File: config.mk
export PLATFORM = sky130hd
export DESIGN_NAME = dmam_top
export DESIGN_NICKNAME = d
export VERILOG_FILES = /design/src/core/dmam_pkg.sv /design/src/core/dmam_top.sv /design/src/core/dmam_addr_calc.sv
export SDC_FILE = /design/constraint.sdc
export NUM_CORES = 1
export LEC_CHECK = 0
export BUFFER_PORTS_ARGS = -buffer_cell sky130_fd_sc_hd__buf_2
export CORE_UTILIZATION = 44
export DETAILED_ROUTE_END_ITERATION = 8
export PLACE_DENSITY = 0.66
export SETUP_SLACK_MARGIN = 0.1
export SYNTH_ARGS = -nofsm -noshare
export SYNTH_HDL_FRONTEND = slang
export SYNTH_HIERARCHICAL = 1
export SYNTH_SLANG_ARGS = --single-unit
File: constraint.sdc
create_clock -name core_clk_i -period 2.71 [get_ports core_clk_i]
set_input_delay 0.542 -clock core_clk_i [delete_from_list [all_inputs] [get_ports core_clk_i]]
set_output_delay 0.542 -clock core_clk_i [all_outputs]
set_load 0.03 [all_outputs]
File: src/core/dmam_pkg.sv
// Shared constants and types for the data memory address modifier
`default_nettype none
package dmam_pkg;
   // ----------------------------------------
   // Widths
   // ----------------------------------------
   localparam int NIB_W = 4;
   localparam int BANK_W = 4;
   localparam int ROW_W = 3;
   localparam int OPND_W = 7;
   localparam int ADDR_W = 11;
   localparam int BR_W = 7;
   localparam int IX_HI_W = 3;

   // ----------------------------------------
   // System register addresses, same in every bank
   // ----------------------------------------
   localparam logic [6:0] SR_FIRST = 7'h74;
   localparam logic [6:0] SR_XFER_LATCH = 7'h78;
   localparam logic [6:0] SR_BANK_SELECT = 7'h79;
   localparam logic [6:0] SR_OFFSET_UPPER = 7'h7a;
   localparam logic [6:0] SR_OFFSET_MIDDLE = 7'h7b;
   localparam logic [6:0] SR_OFFSET_LOWER = 7'h7c;
   localparam logic [6:0] SR_STATUS_WORD = 7'h7f;

   // ----------------------------------------
   // Field positions and reset values
   // ----------------------------------------
   localparam int ROW_PTR_EN_BIT = 3;
   localparam int OFFSET_EN_BIT = 0;
   localparam logic [3:0] NIB_RESET = 4'h0;
   localparam logic [2:0] HI_RESET = 3'h0;
   localparam logic [3:0] NIB_ZERO = 4'h0;

   // ----------------------------------------
   // Instruction classes from the decoder
   // ----------------------------------------
   typedef enum logic [2:0] {
      OP_NONE,
      OP_MEM,
      OP_IND_STORE,
      OP_IND_LOAD,
      OP_RF_READ,
      OP_RF_WRITE,
      OP_OTHER
   } dmam_op_type;
endpackage
`default_nettype wire

File: src/core/dmam_top.sv
// Data memory address modifier: system registers, transfer latch and address generation
// Behaviour
// - Register-file read copies the addressed nibble into the transfer latch.
// - Register-file write stores the transfer latch nibble at the addressed location.
// - Transfer latch is a 4-bit system register at 78H.
// - Bank select is a 4-bit system register at 79H.
// - Sixteen banks; memory instructions use the bank in bank select.
// - Addresses 74H-7FH reach one system register set from any bank.
// - Index bits 10-8 at 7AH low bits, 7-4 at 7BH, 3-0 at 7CH.
// - Index enable is bit 0 of the status word at 7FH.
// - Row pointer is 7AH low bits plus 7BH; enable is 7AH bit 3.
// - Row pointer shares the upper seven index bits physically.
// - With index enabled, operand bank and address are ORed with index.
// - Table, buffer, register-file, stack, branch and control instructions stay unmodified.
// - Row pointer enabled replaces indirect bank and row with row pointer.
// - Row pointer affects only the two indirect transfer forms.
// - Plain indirect uses operand bank and row, column from general register.
// - With indexing enabled and row pointer disabled, indirect bank and row are also ORed with index.
`default_nettype none
module dmam_top #(
   parameter int ADDR_W = 11
) (
   // Clock and reset
   input wire logic core_clk_i,
   input wire logic rst_i,
   // Instruction request from the decoder
   input wire logic req_i,
   input wire dmam_pkg::dmam_op_type op_i,
   input wire logic [6:0] opnd_i,
   input wire logic [3:0] gr_col_i,
   input wire logic [6:0] gr_ptr_i,
   input wire logic [3:0] gr_nibble_i,
   input wire logic [6:0] rf_sel_i,
   // Addresses towards the data memory
   output logic valid_o,
   output logic [ADDR_W-1:0] mem_addr_o,
   output logic [ADDR_W-1:0] gr_addr_o,
   output logic [ADDR_W-1:0] ind_addr_o,
   output logic sys_hit_o,
   // Auxiliary register space
   input wire logic [3:0] rf_rdata_i,
   output logic [6:0] rf_addr_o,
   output logic rf_we_o,
   output logic [3:0] rf_wdata_o,
   // System register access
   input wire logic sr_wr_i,
   input wire logic sr_rd_i,
   input wire logic [6:0] sr_addr_i,
   input wire logic [3:0] sr_wdata_i,
   output logic [3:0] sr_rdata_o,
   output logic [3:0] bank_select_o
);
   // ----------------------------------------
   // System register storage
   // ----------------------------------------
   logic [3:0] xfer_latch;
   logic [3:0] bank_select;
   logic row_ptr_enable_flag;
   logic [2:0] offset_upper_bits;
   logic [3:0] offset_middle_bits;
   logic [3:0] offset_lower_bits;
   logic [3:0] program_status_word;

   // One index, the row pointer is just its upper seven bits
   wire logic [ADDR_W-1:0] offset_register;
   wire logic [6:0] row_pointer;
   wire logic offset_enable_flag;
   assign offset_register = {offset_upper_bits, offset_middle_bits, offset_lower_bits};
   assign row_pointer = offset_register[ADDR_W-1:4];
   assign offset_enable_flag = program_status_word[dmam_pkg::OFFSET_EN_BIT];

   // ----------------------------------------
   // Write decode
   // ----------------------------------------
   // Bank bits play no part here, so any bank reaches the same set
   wire logic wr_latch;
   wire logic wr_bank;
   wire logic wr_upper;
   wire logic wr_middle;
   wire logic wr_lower;
   wire logic wr_status;
   wire logic rf_read_op;
   wire logic rf_write_op;
   assign wr_latch = sr_wr_i && (sr_addr_i == dmam_pkg::SR_XFER_LATCH);
   assign wr_bank = sr_wr_i && (sr_addr_i == dmam_pkg::SR_BANK_SELECT);
   assign wr_upper = sr_wr_i && (sr_addr_i == dmam_pkg::SR_OFFSET_UPPER);
   assign wr_middle = sr_wr_i && (sr_addr_i == dmam_pkg::SR_OFFSET_MIDDLE);
   assign wr_lower = sr_wr_i && (sr_addr_i == dmam_pkg::SR_OFFSET_LOWER);
   assign wr_status = sr_wr_i && (sr_addr_i == dmam_pkg::SR_STATUS_WORD);
   assign rf_read_op = req_i && (op_i == dmam_pkg::OP_RF_READ);
   assign rf_write_op = req_i && (op_i == dmam_pkg::OP_RF_WRITE);

   // Register-file read outranks a direct write to the latch in the same cycle
   wire logic [3:0] next_latch;
   assign next_latch = rf_read_op ? rf_rdata_i : (wr_latch ? sr_wdata_i : xfer_latch);

   always_ff @(posedge core_clk_i or posedge rst_i) begin
      if (rst_i) begin
         xfer_latch <= dmam_pkg::NIB_RESET;
         bank_select <= dmam_pkg::NIB_RESET;
         row_ptr_enable_flag <= 1'b0;
         offset_upper_bits <= dmam_pkg::HI_RESET;
         offset_middle_bits <= dmam_pkg::NIB_RESET;
         offset_lower_bits <= dmam_pkg::NIB_RESET;
         program_status_word <= dmam_pkg::NIB_RESET;
      end else begin
         xfer_latch <= next_latch;
         if (wr_bank) begin
            bank_select <= sr_wdata_i;
         end
         if (wr_upper) begin
            row_ptr_enable_flag <= sr_wdata_i[dmam_pkg::ROW_PTR_EN_BIT];
            offset_upper_bits <= sr_wdata_i[2:0];
         end
         if (wr_middle) begin
            offset_middle_bits <= sr_wdata_i;
         end
         if (wr_lower) begin
            offset_lower_bits <= sr_wdata_i;
         end
         if (wr_status) begin
            program_status_word <= sr_wdata_i;
         end
      end
   end

   // ----------------------------------------
   // Read mux
   // ----------------------------------------
   // Addresses this block does not own read as zero
   wire logic [3:0] sel_rdata;
   assign sel_rdata =
      (sr_addr_i == dmam_pkg::SR_XFER_LATCH) ? xfer_latch :
      (sr_addr_i == dmam_pkg::SR_BANK_SELECT) ? bank_select :
      (sr_addr_i == dmam_pkg::SR_OFFSET_UPPER) ? {row_ptr_enable_flag, offset_upper_bits} :
      (sr_addr_i == dmam_pkg::SR_OFFSET_MIDDLE) ? offset_middle_bits :
      (sr_addr_i == dmam_pkg::SR_OFFSET_LOWER) ? offset_lower_bits :
      (sr_addr_i == dmam_pkg::SR_STATUS_WORD) ? program_status_word :
      dmam_pkg::NIB_ZERO;

   // ----------------------------------------
   // Address generation
   // ----------------------------------------
   wire logic [ADDR_W-1:0] calc_mem;
   wire logic [ADDR_W-1:0] calc_gr;
   wire logic [ADDR_W-1:0] calc_ind;
   wire logic calc_sys;

   dmam_addr_calc #(
      .ADDR_W(ADDR_W)
   ) u_calc (
      .op_i(op_i),
      .bank_i(bank_select),
      .opnd_i(opnd_i),
      .gr_col_i(gr_col_i),
      .gr_ptr_i(gr_ptr_i),
      .gr_nibble_i(gr_nibble_i),
      .offset_i(offset_register),
      .offset_en_i(offset_enable_flag),
      .row_ptr_en_i(row_ptr_enable_flag),
      .mem_addr_o(calc_mem),
      .gr_addr_o(calc_gr),
      .ind_addr_o(calc_ind)
   );

   // The system set sits at the top of every bank
   assign calc_sys = (calc_mem[6:0] >= dmam_pkg::SR_FIRST);

   // Port view moves in the same edge as the register, never a cycle behind
   wire logic [3:0] next_bank_view;
   assign next_bank_view = wr_bank ? sr_wdata_i : bank_select;

   // ----------------------------------------
   // Registered outputs
   // ----------------------------------------
   always_ff @(posedge core_clk_i or posedge rst_i) begin
      if (rst_i) begin
         valid_o <= 1'b0;
         mem_addr_o <= '0;
         gr_addr_o <= '0;
         ind_addr_o <= '0;
         sys_hit_o <= 1'b0;
         rf_addr_o <= '0;
         rf_we_o <= 1'b0;
         rf_wdata_o <= dmam_pkg::NIB_RESET;
         sr_rdata_o <= dmam_pkg::NIB_RESET;
         bank_select_o <= dmam_pkg::NIB_RESET;
      end else begin
         valid_o <= req_i;
         if (req_i) begin
            mem_addr_o <= calc_mem;
            gr_addr_o <= calc_gr;
            ind_addr_o <= calc_ind;
            sys_hit_o <= calc_sys;
            rf_addr_o <= rf_sel_i;
         end
         rf_we_o <= rf_write_op;
         if (rf_write_op) begin
            rf_wdata_o <= xfer_latch;
         end
         if (sr_rd_i) begin
            sr_rdata_o <= sel_rdata;
         end
         bank_select_o <= next_bank_view;
      end
   end

   // ----------------------------------------
   // Checks
   // ----------------------------------------
   // Indirect forms, shared by several checks
   function automatic logic is_ind_op(input dmam_pkg::dmam_op_type op);
      return (op == dmam_pkg::OP_IND_STORE) || (op == dmam_pkg::OP_IND_LOAD);
   endfunction

   wire logic [2:0] opnd_row;
   assign opnd_row = opnd_i[6:4];
endmodule
`default_nettype wire

File: src/core/dmam_addr_calc.sv
// Combinational address generation for operand, general register and indirect target
`default_nettype none
module dmam_addr_calc #(
   parameter int ADDR_W = 11
) (
   // Instruction fields
   input wire dmam_pkg::dmam_op_type op_i,
   input wire logic [3:0] bank_i,
   input wire logic [6:0] opnd_i,
   input wire logic [3:0] gr_col_i,
   input wire logic [6:0] gr_ptr_i,
   input wire logic [3:0] gr_nibble_i,
   // Modifier state
   input wire logic [ADDR_W-1:0] offset_i,
   input wire logic offset_en_i,
   input wire logic row_ptr_en_i,
   // Results
   output logic [ADDR_W-1:0] mem_addr_o,
   output logic [ADDR_W-1:0] gr_addr_o,
   output logic [ADDR_W-1:0] ind_addr_o
);
   // ----------------------------------------
   // Decode
   // ----------------------------------------
   wire logic is_ind;
   wire logic use_offset;
   wire logic [ADDR_W-1:0] plain_addr;
   wire logic [ADDR_W-5:0] plain_br;
   wire logic [ADDR_W-5:0] ind_br;

   assign is_ind = (op_i == dmam_pkg::OP_IND_STORE) || (op_i == dmam_pkg::OP_IND_LOAD);
   // Only memory operand and the two indirect transfer instructions are modified; all others pass plain
   assign use_offset = offset_en_i && ((op_i == dmam_pkg::OP_MEM) || is_ind);
   assign plain_addr = {bank_i, opnd_i};
   assign mem_addr_o = use_offset ? (plain_addr | offset_i) : plain_addr;
   assign gr_addr_o = {gr_ptr_i, gr_col_i};
   assign plain_br = plain_addr[ADDR_W-1:4];
   // Row pointer wins over indexing for the indirect bank and row
   assign ind_br = row_ptr_en_i ? offset_i[ADDR_W-1:4] :
      (use_offset ? (plain_br | offset_i[ADDR_W-1:4]) : plain_br);
   assign ind_addr_o = {ind_br, gr_nibble_i};
endmodule
`default_nettype wire

======== Word level (Yosys, flattened, before mapping) ========
Index checks and enable logic that the tools add are counted.
operators by class
  magnitude comparators ................... 1
  equal/unequal tests ..................... 11
  multiplexer cells ....................... 11
  bitwise operators ....................... 2
  reductions and logical operators ........ 12
operators by type and width
  kind                                                 count
  equality test 7 bit, second input constant           6
  two-way mux 4 bit                                    8
  two-way mux 7 bit                                    2
  two-way mux 11 bit                                   1
  bitwise OR 11 bit                                    1
  logical AND 1 bit                                    9
  >= comparator 7 bit, second input constant           1
  bitwise OR 7 bit                                     1
  equality test 3 x 2 -> 1 bit, second input constant  2
  equality test 3 bit, second input constant           2
  equality test 3 x 1 -> 1 bit, second input constant  1
  logical OR 1 bit                                     2
  nonzero test 2 bit                                   1
storage, ports and cells
  flip-flop bits (word level) ............. 75
  input bits .............................. 52
  output and inout port bits .............. 55
  logic and storage cells ................. 53

======== Logic depth before layout (Yosys ltp) ========
Gate-level depths: netlist of run 1.
  depth in word-level cells ............... 7
  mapped depth ............................ 6
  depth with buffers taken out ............ 4

======== By module ========
Netlist of run 1, hierarchy kept.
by module, submodules not included
  module          instances  cells each  area each (µm²)  sequential area each (µm²)
  dmam_top        1          222         3213.1           1876.8
  dmam_addr_calc  1          68          526.8            0.0

======== Worst setup path after synthesis of run 1 ========
Ideal clock, no wire load.
  path type ............................... input to register
  start ................................... input port req_i
  end ..................................... register xfer_latch[0]
  library setup time ...................... 0.125 ns
  data arrival time ....................... 1.600 ns
  data required time ...................... 2.585 ns
  path slack .............................. 0.986 ns
  stages on the path ...................... 5
  path buffers ............................ 1
  path through ............................ buf_2 nand2_1 nor3_2 mux2_2 mux2_2
on the way
  cells in the longest elaborated chain, start to end .. 2
  elaborated cells between the ends (all ways) .. 3
  those cells by class .................... mux (1); reduce/logical (2)
ends and longest elaborated chain
  item                                                     line             RTL
  start, declared                                          dmam_top.sv:27   input wire logic req_i,
  logical AND 1 bit (*)                                    dmam_top.sv:90   assign rf_read_op = req_i && (op_i == dmam_pkg::OP_RF_READ);
  two-way mux 4 bit or nonzero test 2 bit (tied branches)  n/a
  end signal, assigned                                     dmam_top.sv:99   xfer_latch <= dmam_pkg::NIB_RESET;
  end signal, assigned                                     dmam_top.sv:107  xfer_latch <= next_latch;
  end, declared                                            dmam_top.sv:56   logic [3:0] xfer_latch;
Mark *: on every way between the ends. The rest lies on a longest branch, timed or not.
A chain may end at the register's enable or synchronous reset.

======== Final worst setup path of run 1 ========
  start ................................... register bank_select_o[0]
  end ..................................... output port bank_select_o[0]
RTL lines
  item                    line             RTL
  start, declared         dmam_top.sv:51   output logic [3:0] bank_select_o
  start signal, assigned  dmam_top.sv:187  bank_select_o <= dmam_pkg::NIB_RESET;
  start signal, assigned  dmam_top.sv:204  bank_select_o <= next_bank_view;
No word-level cell between the ends.

==> results.ini, run 1 <==
[timing]
fin_crit_sh_pct = 59.30
finalSetupTns_ps = 0
final_hold_viol_count = 0
fmax_mhz = 622.3
min_period_ps = 1607
fin_worst_skew_ps = 6.577
slew_viol_final = 0
rsz0062_at_grt = false
relSlewSlack_pct = 63.40
tightest_slew_ps = 548.1
finalSetupViolations = 0

[setup_path]
worstSetupEndpointType = primary output
path_class = flop to primary output
crit_fanout = 5
worstPathCellList = buf_2
critPathArrivalTime_ps = 1070
critPathSlowestCell = dfrtp_1
path_delay_family = flip-flops
cp-start-kind = flop
critPathMaxStageDelay_ps = 480
path_buf_inv = 1
cp.required_ps = 2170

[global_routing]
antenna_found_initial = 0
grt_max_degree = 52
grt_util_all_layers_pct = 18.26
overflow = 0
grt_pass1_vias = 2387
grt_pass1_wl_microns = 12250

[clock_network]
cts_buffer_depth = 2
cts_made_buffers = 9
hold_buffers = 0
cts_tree = built
cts_sinks = 75
clk_latency_ps = 340
root_buffer = clkbuf_8
cts.htree.levels = 3
path_clk_slew_ps = 80
postCtsSetupBuffers = 0
cts-resized-gates = 0

[placed_design]
place.gp.congestion = 0.8114
dp_hpwl_microns = 5658
port_buffers = 106

[synthesis]
synth_compound_area_share_pct = 8.197
yosys.area_share.simple_pct = 7.795
synth_area_leaders = dfrtp_1 50%, mux2_2 20%, mux2i_1 3.5%
synth_mux_area_share_pct = 24.96
synth.net_count = 342
synth_area_per_cell_sq_um = 12.90
ys_ff_latch = 75
ys_seq_area_share_pct = 50.18
ys_types = 38
synth_area_sq_um = 3740
synth_top_family_by_area = multiplexers
yosys.area.top_type = dfrtp_1
synthAdderAreaFrac_pct = 0
synth-xor-area-share_pct = 0
ys_warn_count = 6
yosysTopAreaCellShare_pct = 50.18
postSynthCellCount = 290

[floorplanning]
start_util_pct = 45.52
die_h_microns = 94.20
pin_count = 107
fp.dieW_microns = 94.20
num_rows = 33
dieArea_sq_um = 8873
fp.coreArea_sq_um = 8217

[finish]
diodes = 0
layout.nets = 434
fin_util_pct = 53.24
drive_above_1_share_pct = 56.48
nFillCells = 738
syn2layout_area_growth_pct = 16.96

[power]
net-switching-power_uw = 827.6
internal_power_mw = 1.810
seq_power_share_pct = 50.0
leakagePower_nw = 2.103
sw_frac_of_total_pct = 31.38
power_density_nw_per_um2 = 603.0
fin_total_pwr_mw = 2.638
clkPwrFrac_pct = 27.9
vdd_drop_max_uv = 339.3
p_comb_share_pct = 22.0

[detailed_routing]
wl_per_cell_microns = 15.64
vias_per_cell = 5.077
final_antenna_net_count = 0
route.detailed.drc = 0
vias = 2493
dr.first_iter.drc_count = 127
totalWireLength_microns = 7677
dr.pass1.iters = 6

[run_status]
status = finished, final reports clean

[worst_hold_path]
worstHoldPathType = input pin to asynchronous set/reset pin

[job]
maxCapViolCount = 0

==> sequential cells by signal, summed over array words and instances, names as in the netlist, 3 cells and up <==
signal	cells
gr_addr_o	11
ind_addr_o	11
mem_addr_o	11
rf_addr_o	7
bank_select_o	4
offset_lower_bits	4
offset_middle_bits	4
program_status_word	4
rf_wdata_o	4
sr_rdata_o	4
xfer_latch	4
offset_upper_bits	3
==> cell families (layout without fill, tap and decap cells) <==
logic type	Yosys count	after routing
DFF	75	75
AOI/OAI and AO/OA	32	32
and+or+nand+nor	43	43
muxes	83	83
buffers and inverters	57	153
==> worst paths after layout <==
kind / from / to / slack [ps] / depth (start not counted)
worst max register to register: row_ptr_enable_flag$_DFFE_PP0P_ / ind_addr_o[9]$_DFFE_PP0P_ / 1250 / 3
worst min register to register: rf_wdata_o[0]$_DFFE_PP0P_ / rf_wdata_o[0]$_DFFE_PP0P_ / 490 / 2
worst min-delay path: rst_i / ind_addr_o[3]$_DFFE_PP0P_ / 240 / 2
worst max-delay path: bank_select_o[0]$_DFFE_PP0P_ / bank_select_o[0] / 1100 / 1
max in group asynchronous: rst_i / rf_addr_o[1]$_DFFE_PP0P_ / 1800 / 3
min in group core_clk_i: gr_col_i[1] / gr_addr_o[1]$_DFFE_PP0P_ / 430 / 2
==> placed cells by master (no fill, tap or decap), types with 4 or more instances in the layout <==
cell type and n:
mux2_2 66, nand2_1 14, dfrtp_1 75, o31ai_1 8
nor2_1 5, buf_2 106, inv_1 28, o31ai_2 9
mux2_4 4, clkbuf_8 10, nor3_2 4, mux2i_1 13
==> synth_stat cells, drive strengths merged <==
library cell / instances
nor2: 6
o31ai: 18
nand3b: 1
and2: 1
buf: 28
a22oi: 2
nand3: 4
nor3: 5
nand4b: 1
mux2: 70
nor4: 1
nand4: 3
a31o: 1
nor4b: 2
inv: 29
o22a: 2
nand2b: 3
mux2i: 13
o221ai: 1
a21o: 2
dfrtp: 75
o311ai: 1
nand2: 15
and3: 1
a2111oi: 2
o22ai: 3
==> stage by stage <==
stage               hold WS [ps]  cells  setup slack [ps]  area (sq um)
finish                     242.6    491              1103          4374
global route               273.8    491              1059          4374
CTS                        245.2    491              1094          4374
detailed placement         457.8    476             807.6          4214
global placement           459.4    476             827.9          4214
floorplan                  452.9    290             258.0          3740
==> routing by layer <==
| metal | wire length, microns | track usage, % | up-vias |
|---|---|---|---|
| met5 | 0 | 0 | - |
| met4 | 119 | 6.026 | 0 |
| met3 | 379 | 4.693 | 13 |
| met2 | 3561 | 28.68 | 70 |
| met1 | 3617 | 24.42 | 1212 |
| li1 | - | - | 1198 |
==> power groups by stage <==
stage / clock (mW) / combinational, mW / sequential (mW)
2_1_floorplan: 0 / 0.258 / 1.49
3_3_place_gp: 0 / 0.578 / 1.34
3_5_place_dp: 0 / 0.587 / 1.34
4_1_cts: 0.764 / 0.589 / 1.32
5_1_grt: 0.817 / 0.626 / 1.34
6_report: 0.737 / 0.581 / 1.32
==> layout make-up <==
cell class                      instances  area, sq um  share of cell area [%]
Timing Repair Buffer                  109        565.5                   12.93
Inverter                               29        108.9                   2.489
Clock inverter                          3        15.01                  0.3432
Tap cell                              105        131.4                   3.003
Clock buffer                           12        145.1                   3.318
Multi-Input combinational cell        158         1531                   35.01
Sequential cell                        75         1877                   42.91
No activity file was read; power rests on OpenSTA's default activity.
==> inputs of run 2 (changes only) <==
--- a/config.mk
+++ b/config.mk
@@ -5,10 +5,11 @@
 export SDC_FILE = /design/constraint.sdc
 export NUM_CORES = 1
 export LEC_CHECK = 0
+export ABC_AREA = 1
 export BUFFER_PORTS_ARGS = -buffer_cell sky130_fd_sc_hd__buf_2
 export CORE_UTILIZATION = 44
 export DETAILED_ROUTE_END_ITERATION = 8
-export PLACE_DENSITY = 0.66
+export PLACE_DENSITY = 0.67
 export SETUP_SLACK_MARGIN = 0.1
 export SYNTH_ARGS = -nofsm -noshare
 export SYNTH_HDL_FRONTEND = slang
==> constraint.sdc (replaced) <==
create_clock -name core_clk_i -period 1.7 [get_ports core_clk_i]
set_input_delay 0.34 -clock core_clk_i [delete_from_list [all_inputs] [get_ports core_clk_i]]
set_output_delay 0.34 -clock core_clk_i [all_outputs]
set_load 0.03 [all_outputs]
==> run 2 against run 1 <==
Area after synthesis fell by 3.1%; critical path depth is the same; clock power rose by 110%.
==> results.ini, run 2 <==
[floorplanning]
fp.coreArea_sq_um = 7848  ; -4.5%
num_rows = 32  ; -3.0%
fp.dieW_microns = 92.73  ; -1.6%
start_util_pct = 46.16  ; +0.64 points
dieArea_sq_um = 8599  ; -3.1%
pin_count = 107  ; unchanged
die_h_microns = 92.73  ; -1.6%

[detailed_routing]
dr.first_iter.drc_count = 180  ; +42%
dr.pass1.iters = 5  ; -1
vias = 3082  ; +24%
final_antenna_net_count = 0  ; unchanged
vias_per_cell = 4.727  ; -6.9%
wl_per_cell_microns = 12.82  ; -18%
route.detailed.drc = 0  ; unchanged
totalWireLength_microns = 8361  ; +8.9%

[synthesis]
synth_common_cells = 209 x nand2_1, 75 x dfrtp_1, 29 x inv_1, 24 x o21ai_0
yosysTopAreaCellShare_pct = 51.81  ; +1.6 points
synth_area_per_cell_sq_um = 8.014  ; -38%
synth_ff_type = dfrtp_1
ys_warn_count = 6  ; unchanged
async_reset_ff_share_pct = 100.0  ; unchanged
synth_area_leaders = dfrtp_1 52%, nand2_1 22%, buf_4 3.5%
yosys.area.top_type = dfrtp_1
synth.net_count = 504  ; +47%
synth_area_sq_um = 3622  ; -3.1%
postSynthCellCount = 452  ; +56%
ys_seq_area_share_pct = 51.81  ; +1.6 points
synth-edff-count = 0  ; unchanged
ys_types = 21  ; -45%
ys_ff_latch = 75  ; unchanged
synth_most_common_cell = nand2_1

[job]
maxCapViolCount = 0  ; unchanged

[finish]
layout_commonest_cell = nand2_1
reg_top3 = gr_addr_o: 11 flops, ind_addr_o: 11 flops, mem_addr_o: 11 flops
syn2layout_area_growth_pct = 20.52
layout_common_cells = 209 x nand2_1, 106 x buf_2, 75 x dfrtp_1
drive_above_1_share_pct = 29.27  ; -27 points
layout.nets = 597  ; +38%
nFillCells = 750  ; +1.6%
diodes = 0  ; unchanged
fin_util_pct = 55.63  ; +2.4 points

[power]
vdd_drop_max_uv = 504.5  ; +49%
net-switching-power_mw = 1.394  ; +68%
p_comb_share_pct = 18.7  ; -3.3 points
sw_frac_of_total_pct = 31.47  ; +0.092 points
clkPwrFrac_pct = 34.6  ; +6.7 points
internal_power_mw = 3.035  ; +68%
power_density_nw_per_um2 = 1015  ; +68%
seq_power_share_pct = 46.6  ; -3.4 points
leakagePower_nw = 2.464  ; +17%

[setup_path]
timing.rr.end = sys_hit_o$_DFFE_PP0P_
rrSetupSlack_ps = 400  ; -850 ps
path_buf_inv = 1  ; unchanged
r2r_start = program_status_word[0]$_DFFE_PP0P_
crit_fanout = 4  ; -1
critPathMaxStageDelay_ps = 430  ; -50 ps
critPathArrivalTime_ps = 1000  ; -70 ps
path_delay_family = flip-flops
cp.required_ps = 1360  ; -810 ps
path_class = flop to primary output
critPathSlowestCell = dfrtp_1
cp-start-kind = flop
worstPathCellList = buf_2
reg2regPathDepth = 7  ; +4
worstSetupEndpointType = primary output

[global_routing]
overflow = 0  ; unchanged
grt_max_degree = 76  ; +46%
antenna_found_initial = 0  ; unchanged
grt_util_all_layers_pct = 21.16  ; +2.9 points
grt_pass1_vias = 2912  ; +22%
grt_pass1_wl_microns = 13940  ; +14%

[timing]
relSlewSlack_pct = 72.46  ; +9.1 points
tightest_slew_ps = 413.1  ; -135.0 ps
fmax_mhz = 744.9
slew_viol_final = 0  ; unchanged
finalSetupTns_ps = 0  ; unchanged
final_hold_viol_count = 0  ; unchanged
min_period_ps = 1342
fin_worst_skew_ps = 7.623  ; +1.046 ps
fin_crit_sh_pct = 78.97
finalSetupViolations = 0  ; unchanged
rsz0062_at_grt = false

[placed_design]
dp_hpwl_microns = 6030  ; +6.6%
port_buffers = 106  ; unchanged
place.gp.congestion = 0.9321  ; +15%

[clock_network]
cts_made_buffers = 9  ; unchanged
cts-resized-gates = 0  ; unchanged
cts_buffer_depth = 2  ; unchanged
path_clk_slew_ps = 80  ; about the same
hold_buffers = 0  ; unchanged
cts.htree.levels = 3  ; unchanged
cts_sinks = 75  ; unchanged
cts_tree = built
root_buffer = clkbuf_8
clk_latency_ps = 350  ; about the same
postCtsSetupBuffers = 0  ; unchanged

[worst_hold_path]
worstHoldPathType = input pin to asynchronous set/reset pin

[run_status]
status = finished, final reports clean

-- run 2: cell types whose count changed after synthesis, moves of 11 or more --
cell / before / now
mux2_2: 66 / 0
mux2i_1: 13 / 0
nand3_2: 1 / 12
nand3_1: 3 / 18
o21ai_0: 0 / 24
nor2_1: 5 / 18
nand2_1: 14 / 209
-- run 2: area by class of cell --
type	instances	area (sq um)	share of cell area, %
well taps	102	127.6	2.923
multi-input cells	315	1430	32.76
clock inverters	7	98.84	2.264
flip-flops and latches	75	1877	42.99
repair buffers	111	580.6	13.30
clock buffers	9	123.9	2.837
inverters	33	127.6	2.923
-- run 2: routing by layer --
layer,up-vias,part of all wire [%],global-route usage [%]
met5,-,0,0
met4,0,1.3,10.26
met3,8,7.4,4.023
met2,114,43,32.53
met1,1381,48,28.79
li1,1579,-,-
-- run 2: cell families (layout without fill, tap and decap cells) --
group	count (synthesis)	after routing	share of synthesized area (%)
AND/OR/NAND/NOR	279	279	34.09
flip-flops	75	75	51.81
buffers and inverters	62	160	8.704
AO/OA/AOI/OAI	36	36	5.389
-- run 2: worst max-delay path by stage --
| stage | start | end | slack (ps) | cells after the start |
|---|---|---|---|---|
| 2_1_floorplan | rst_i | bank_select_o[0]$_DFFE_PP0P_ | 520 | 1 |
| 3_3_place_gp | req_i | xfer_latch[1]$_DFFE_PP0P_ | 320 | 8 |
| 3_5_place_dp | sr_addr_i[5] | program_status_word[2]$_DFFE_PP0P_ | 320 | 7 |
| 4_1_cts | bank_select_o[1]$_DFFE_PP0P_ | bank_select_o[1] | 340 | 1 |
| 5_1_grt | program_status_word[0]$_DFFE_PP0P_ | sys_hit_o$_DFFE_PP0P_ | 250 | 7 |
| 6_report | bank_select_o[2]$_DFFE_PP0P_ | bank_select_o[2] | 360 | 1 |
-- run 2: power by group through the flow --
stage	registers [mW]	logic [mW]	clock network (mW)
finish	2.07	0.830	1.53
global route	2.09	0.916	1.66
CTS	2.07	0.840	1.57
detailed placement	2.10	0.839	0
global placement	2.09	0.823	0
floorplan	2.33	0.328	0
-- run 2: through the flow --
stage	hold WS (ps)	instance area, sq um	std cells	setup WS (ps)	power, mW
2_1_floorplan	371.4	3626	452	520.1	2.659
4_1_cts	97.92	4365	652	340.8	4.481
3_5_place_dp	454.0	4143	636	316.1	2.940
5_1_grt	112.5	4365	652	251.1	4.663
6_report	94.80	4365	652	357.6	4.429
3_3_place_gp	447.5	4143	636	322.0	2.918
-- run 2: worst min-delay path, stage by stage --
cell and delay [ps]:
buf_2 110, clkinvlp_4 70, buf_12 330
==> inputs of run 3 (changes only) <==
==> constraint.sdc (replaced) <==
create_clock -name core_clk_i -period 1.4 [get_ports core_clk_i]
set_input_delay 0.28 -clock core_clk_i [delete_from_list [all_inputs] [get_ports core_clk_i]]
set_output_delay 0.28 -clock core_clk_i [all_outputs]
set_load 0.03 [all_outputs]
==> run 3 against run 2 <==
Count of clock-buffer cells in the layout is the same; final cell count up 1.4%; hold slack better by 33 ps; total power is 31% higher; sequential power increased by 21%; routed wire length rose by 0.35%; non-clock buffer count grew 9.
==> results.ini, run 3 (synthesis gave the netlist of run 2 again) <==
[finish]
layout.nets = 606  ; +1.5%
reg_top3 = gr_addr_o: 11 flops, ind_addr_o: 11 flops, mem_addr_o: 11 flops
drive_above_1_share_pct = 30.23  ; +0.96 points
syn2layout_area_growth_pct = 25.08
fin_util_pct = 57.73  ; +2.1 points
layout_commonest_cell = nand2_1
finalNonFillerCells = 661  ; +1.4%
layout_common_cells = 209 x nand2_1, 102 x buf_2, 75 x dfrtp_1
post-route-cell-area_sq_um = 4531  ; +3.8%
diodes = 0  ; unchanged

[clock_network]
cts.htree.levels = 3  ; unchanged
cts_tree = built
root_buffer = clkbuf_8
clk_latency_ps = 340  ; about the same
cts_buffer_depth = 2  ; unchanged
cts_made_buffers = 9  ; unchanged
cts_sinks = 75  ; unchanged
path_clk_slew_ps = 90  ; about the same

[floorplanning]
pin_count = 107  ; unchanged
fp.coreArea_sq_um = 7848  ; unchanged
fp.dieW_microns = 92.73  ; unchanged
start_util_pct = 46.16  ; unchanged
num_rows = 32  ; unchanged
die_h_microns = 92.73  ; unchanged
dieArea_sq_um = 8599  ; unchanged

[setup_path]
cp.required_ps = 1120  ; -240 ps
path_delay_family = flip-flops
path_buf_inv = 1  ; unchanged
worstPathCellList = clkbuf_4
path_class = flop to primary output
critPathArrivalTime_ps = 980  ; -20 ps
cp-start-kind = flop
critPathSlowestCell = dfrtp_1
worstSetupEndpointType = primary output
critPathMaxStageDelay_ps = 410  ; -20 ps
crit_fanout = 4  ; unchanged

[timing]
final_hold_viol_count = 0  ; unchanged
min_period_ps = 1255
fin_crit_sh_pct = 89.65
fin_worst_skew_ps = 6.659  ; -0.9636 ps
finalSetupViolations = 0  ; unchanged
tightest_slew_ps = 352.0  ; -61.10 ps
worst_slack_ps = 144.9  ; -212.7 ps
fmax_mhz = 796.7
relSlewSlack_pct = 76.53  ; +4.1 points
finalSetupTns_ps = 0  ; unchanged
rsz0062_at_grt = false
hold-worst-slack_ps = 127.6  ; +32.85 ps
slew_viol_final = 0  ; unchanged

[placed_design]
dp_slack_ps = 48.67  ; -267.4 ps
port_buffers = 106  ; unchanged
place_area_sq_um = 4183  ; +0.97%
dp_hpwl_microns = 6122  ; +1.5%
place_inst = 638  ; +0.31%
place.gp.congestion = 0.9111  ; -2.3%

[global_routing]
grt_util_all_layers_pct = 20.71  ; -0.45 points
grt_max_degree = 42  ; -45%
antenna_found_initial = 0  ; unchanged
grt_pass1_vias = 2892  ; -0.69%
grt_pass1_wl_microns = 13770  ; -1.2%
overflow = 0  ; unchanged

[power]
leakagePower_nw = 2.542  ; +3.2%
power_density_nw_per_um2 = 1276  ; +26%
vdd_drop_max_uv = 602.3  ; +19%
fin_total_pwr_mw = 5.782  ; +31%

[detailed_routing]
route.detailed.drc = 0  ; unchanged
wl_per_cell_microns = 12.69  ; -1.0%
dr.first_iter.drc_count = 134  ; -26%
vias_per_cell = 4.719  ; -0.18%
final_antenna_net_count = 0  ; unchanged
totalWireLength_microns = 8390  ; +0.35%
vias = 3119  ; +1.2%
dr.pass1.iters = 4  ; -1

[worst_hold_path]
worstHoldPathType = input pin to flop

[job]
maxCapViolCount = 0  ; unchanged

[run_status]
status = finished, final reports clean

-- run 3: final timing paths --
check                                                    from                        end  depth (start not counted)  slack, ps
setup reg to reg           program_status_word[0]$_DFFE_PP0P_      sys_hit_o$_DFFE_PP0P_                          8        200
hold reg to reg                     ind_addr_o[2]$_DFFE_PP0P_  ind_addr_o[2]$_DFFE_PP0P_                          2        470
setup / recovery                 bank_select_o[2]$_DFFE_PP0P_           bank_select_o[2]                          1        140
max in group asynchronous                               rst_i  ind_addr_o[9]$_DFFE_PP0P_                          4        460
min in group asynchronous                               rst_i  xfer_latch[0]$_DFFE_PP0P_                          3        440
hold / removal                                 gr_nibble_i[1]  ind_addr_o[1]$_DFFE_PP0P_                          3        130
-- run 3: area by class of cell --
class | count | area [sq um]
Clock inverter | 7 | 146.4
Timing Repair Buffer | 120 | 698.2
Sequential cell | 75 | 1877
Multi-Input combinational cell | 315 | 1430
Inverter | 33 | 127.6
Clock buffer | 9 | 123.9
Tap cell | 102 | 127.6
Fill cell | 757 | 3317
-- run 3: tightest hold or removal path, stage by stage --
cell	delay [ps]
buf_2	70
nand2_1	40
nand2_1	50
-- run 3: metal layers --
layer  track usage (%)  vias to the layer above  routed length (microns)
met5                 0                        -                        0
met4             5.769                        0                       72
met3             5.172                        6                      635
met2             31.85                      105                     3632
met1             29.08                     1414                     4051
li1                  -                     1594                        -
-- run 3: power by group --
part,leakage (nW),switching [mW],internal (mW)
sequential,0.965,0.129,2.38
combinational,1.44,0.725,0.330
clock,0.134,0.842,1.38
-- run 3: repair_timing --
action | 4_1_cts | 5_1_grt
gates resized for setup | 0 | 4
hold endpoints to repair | 9 | 0
setup buffers | 1 | 5
pin swaps | 1 | 0
endpoints found under the setup margin | 1 | 7
hold buffers | 1 | 0
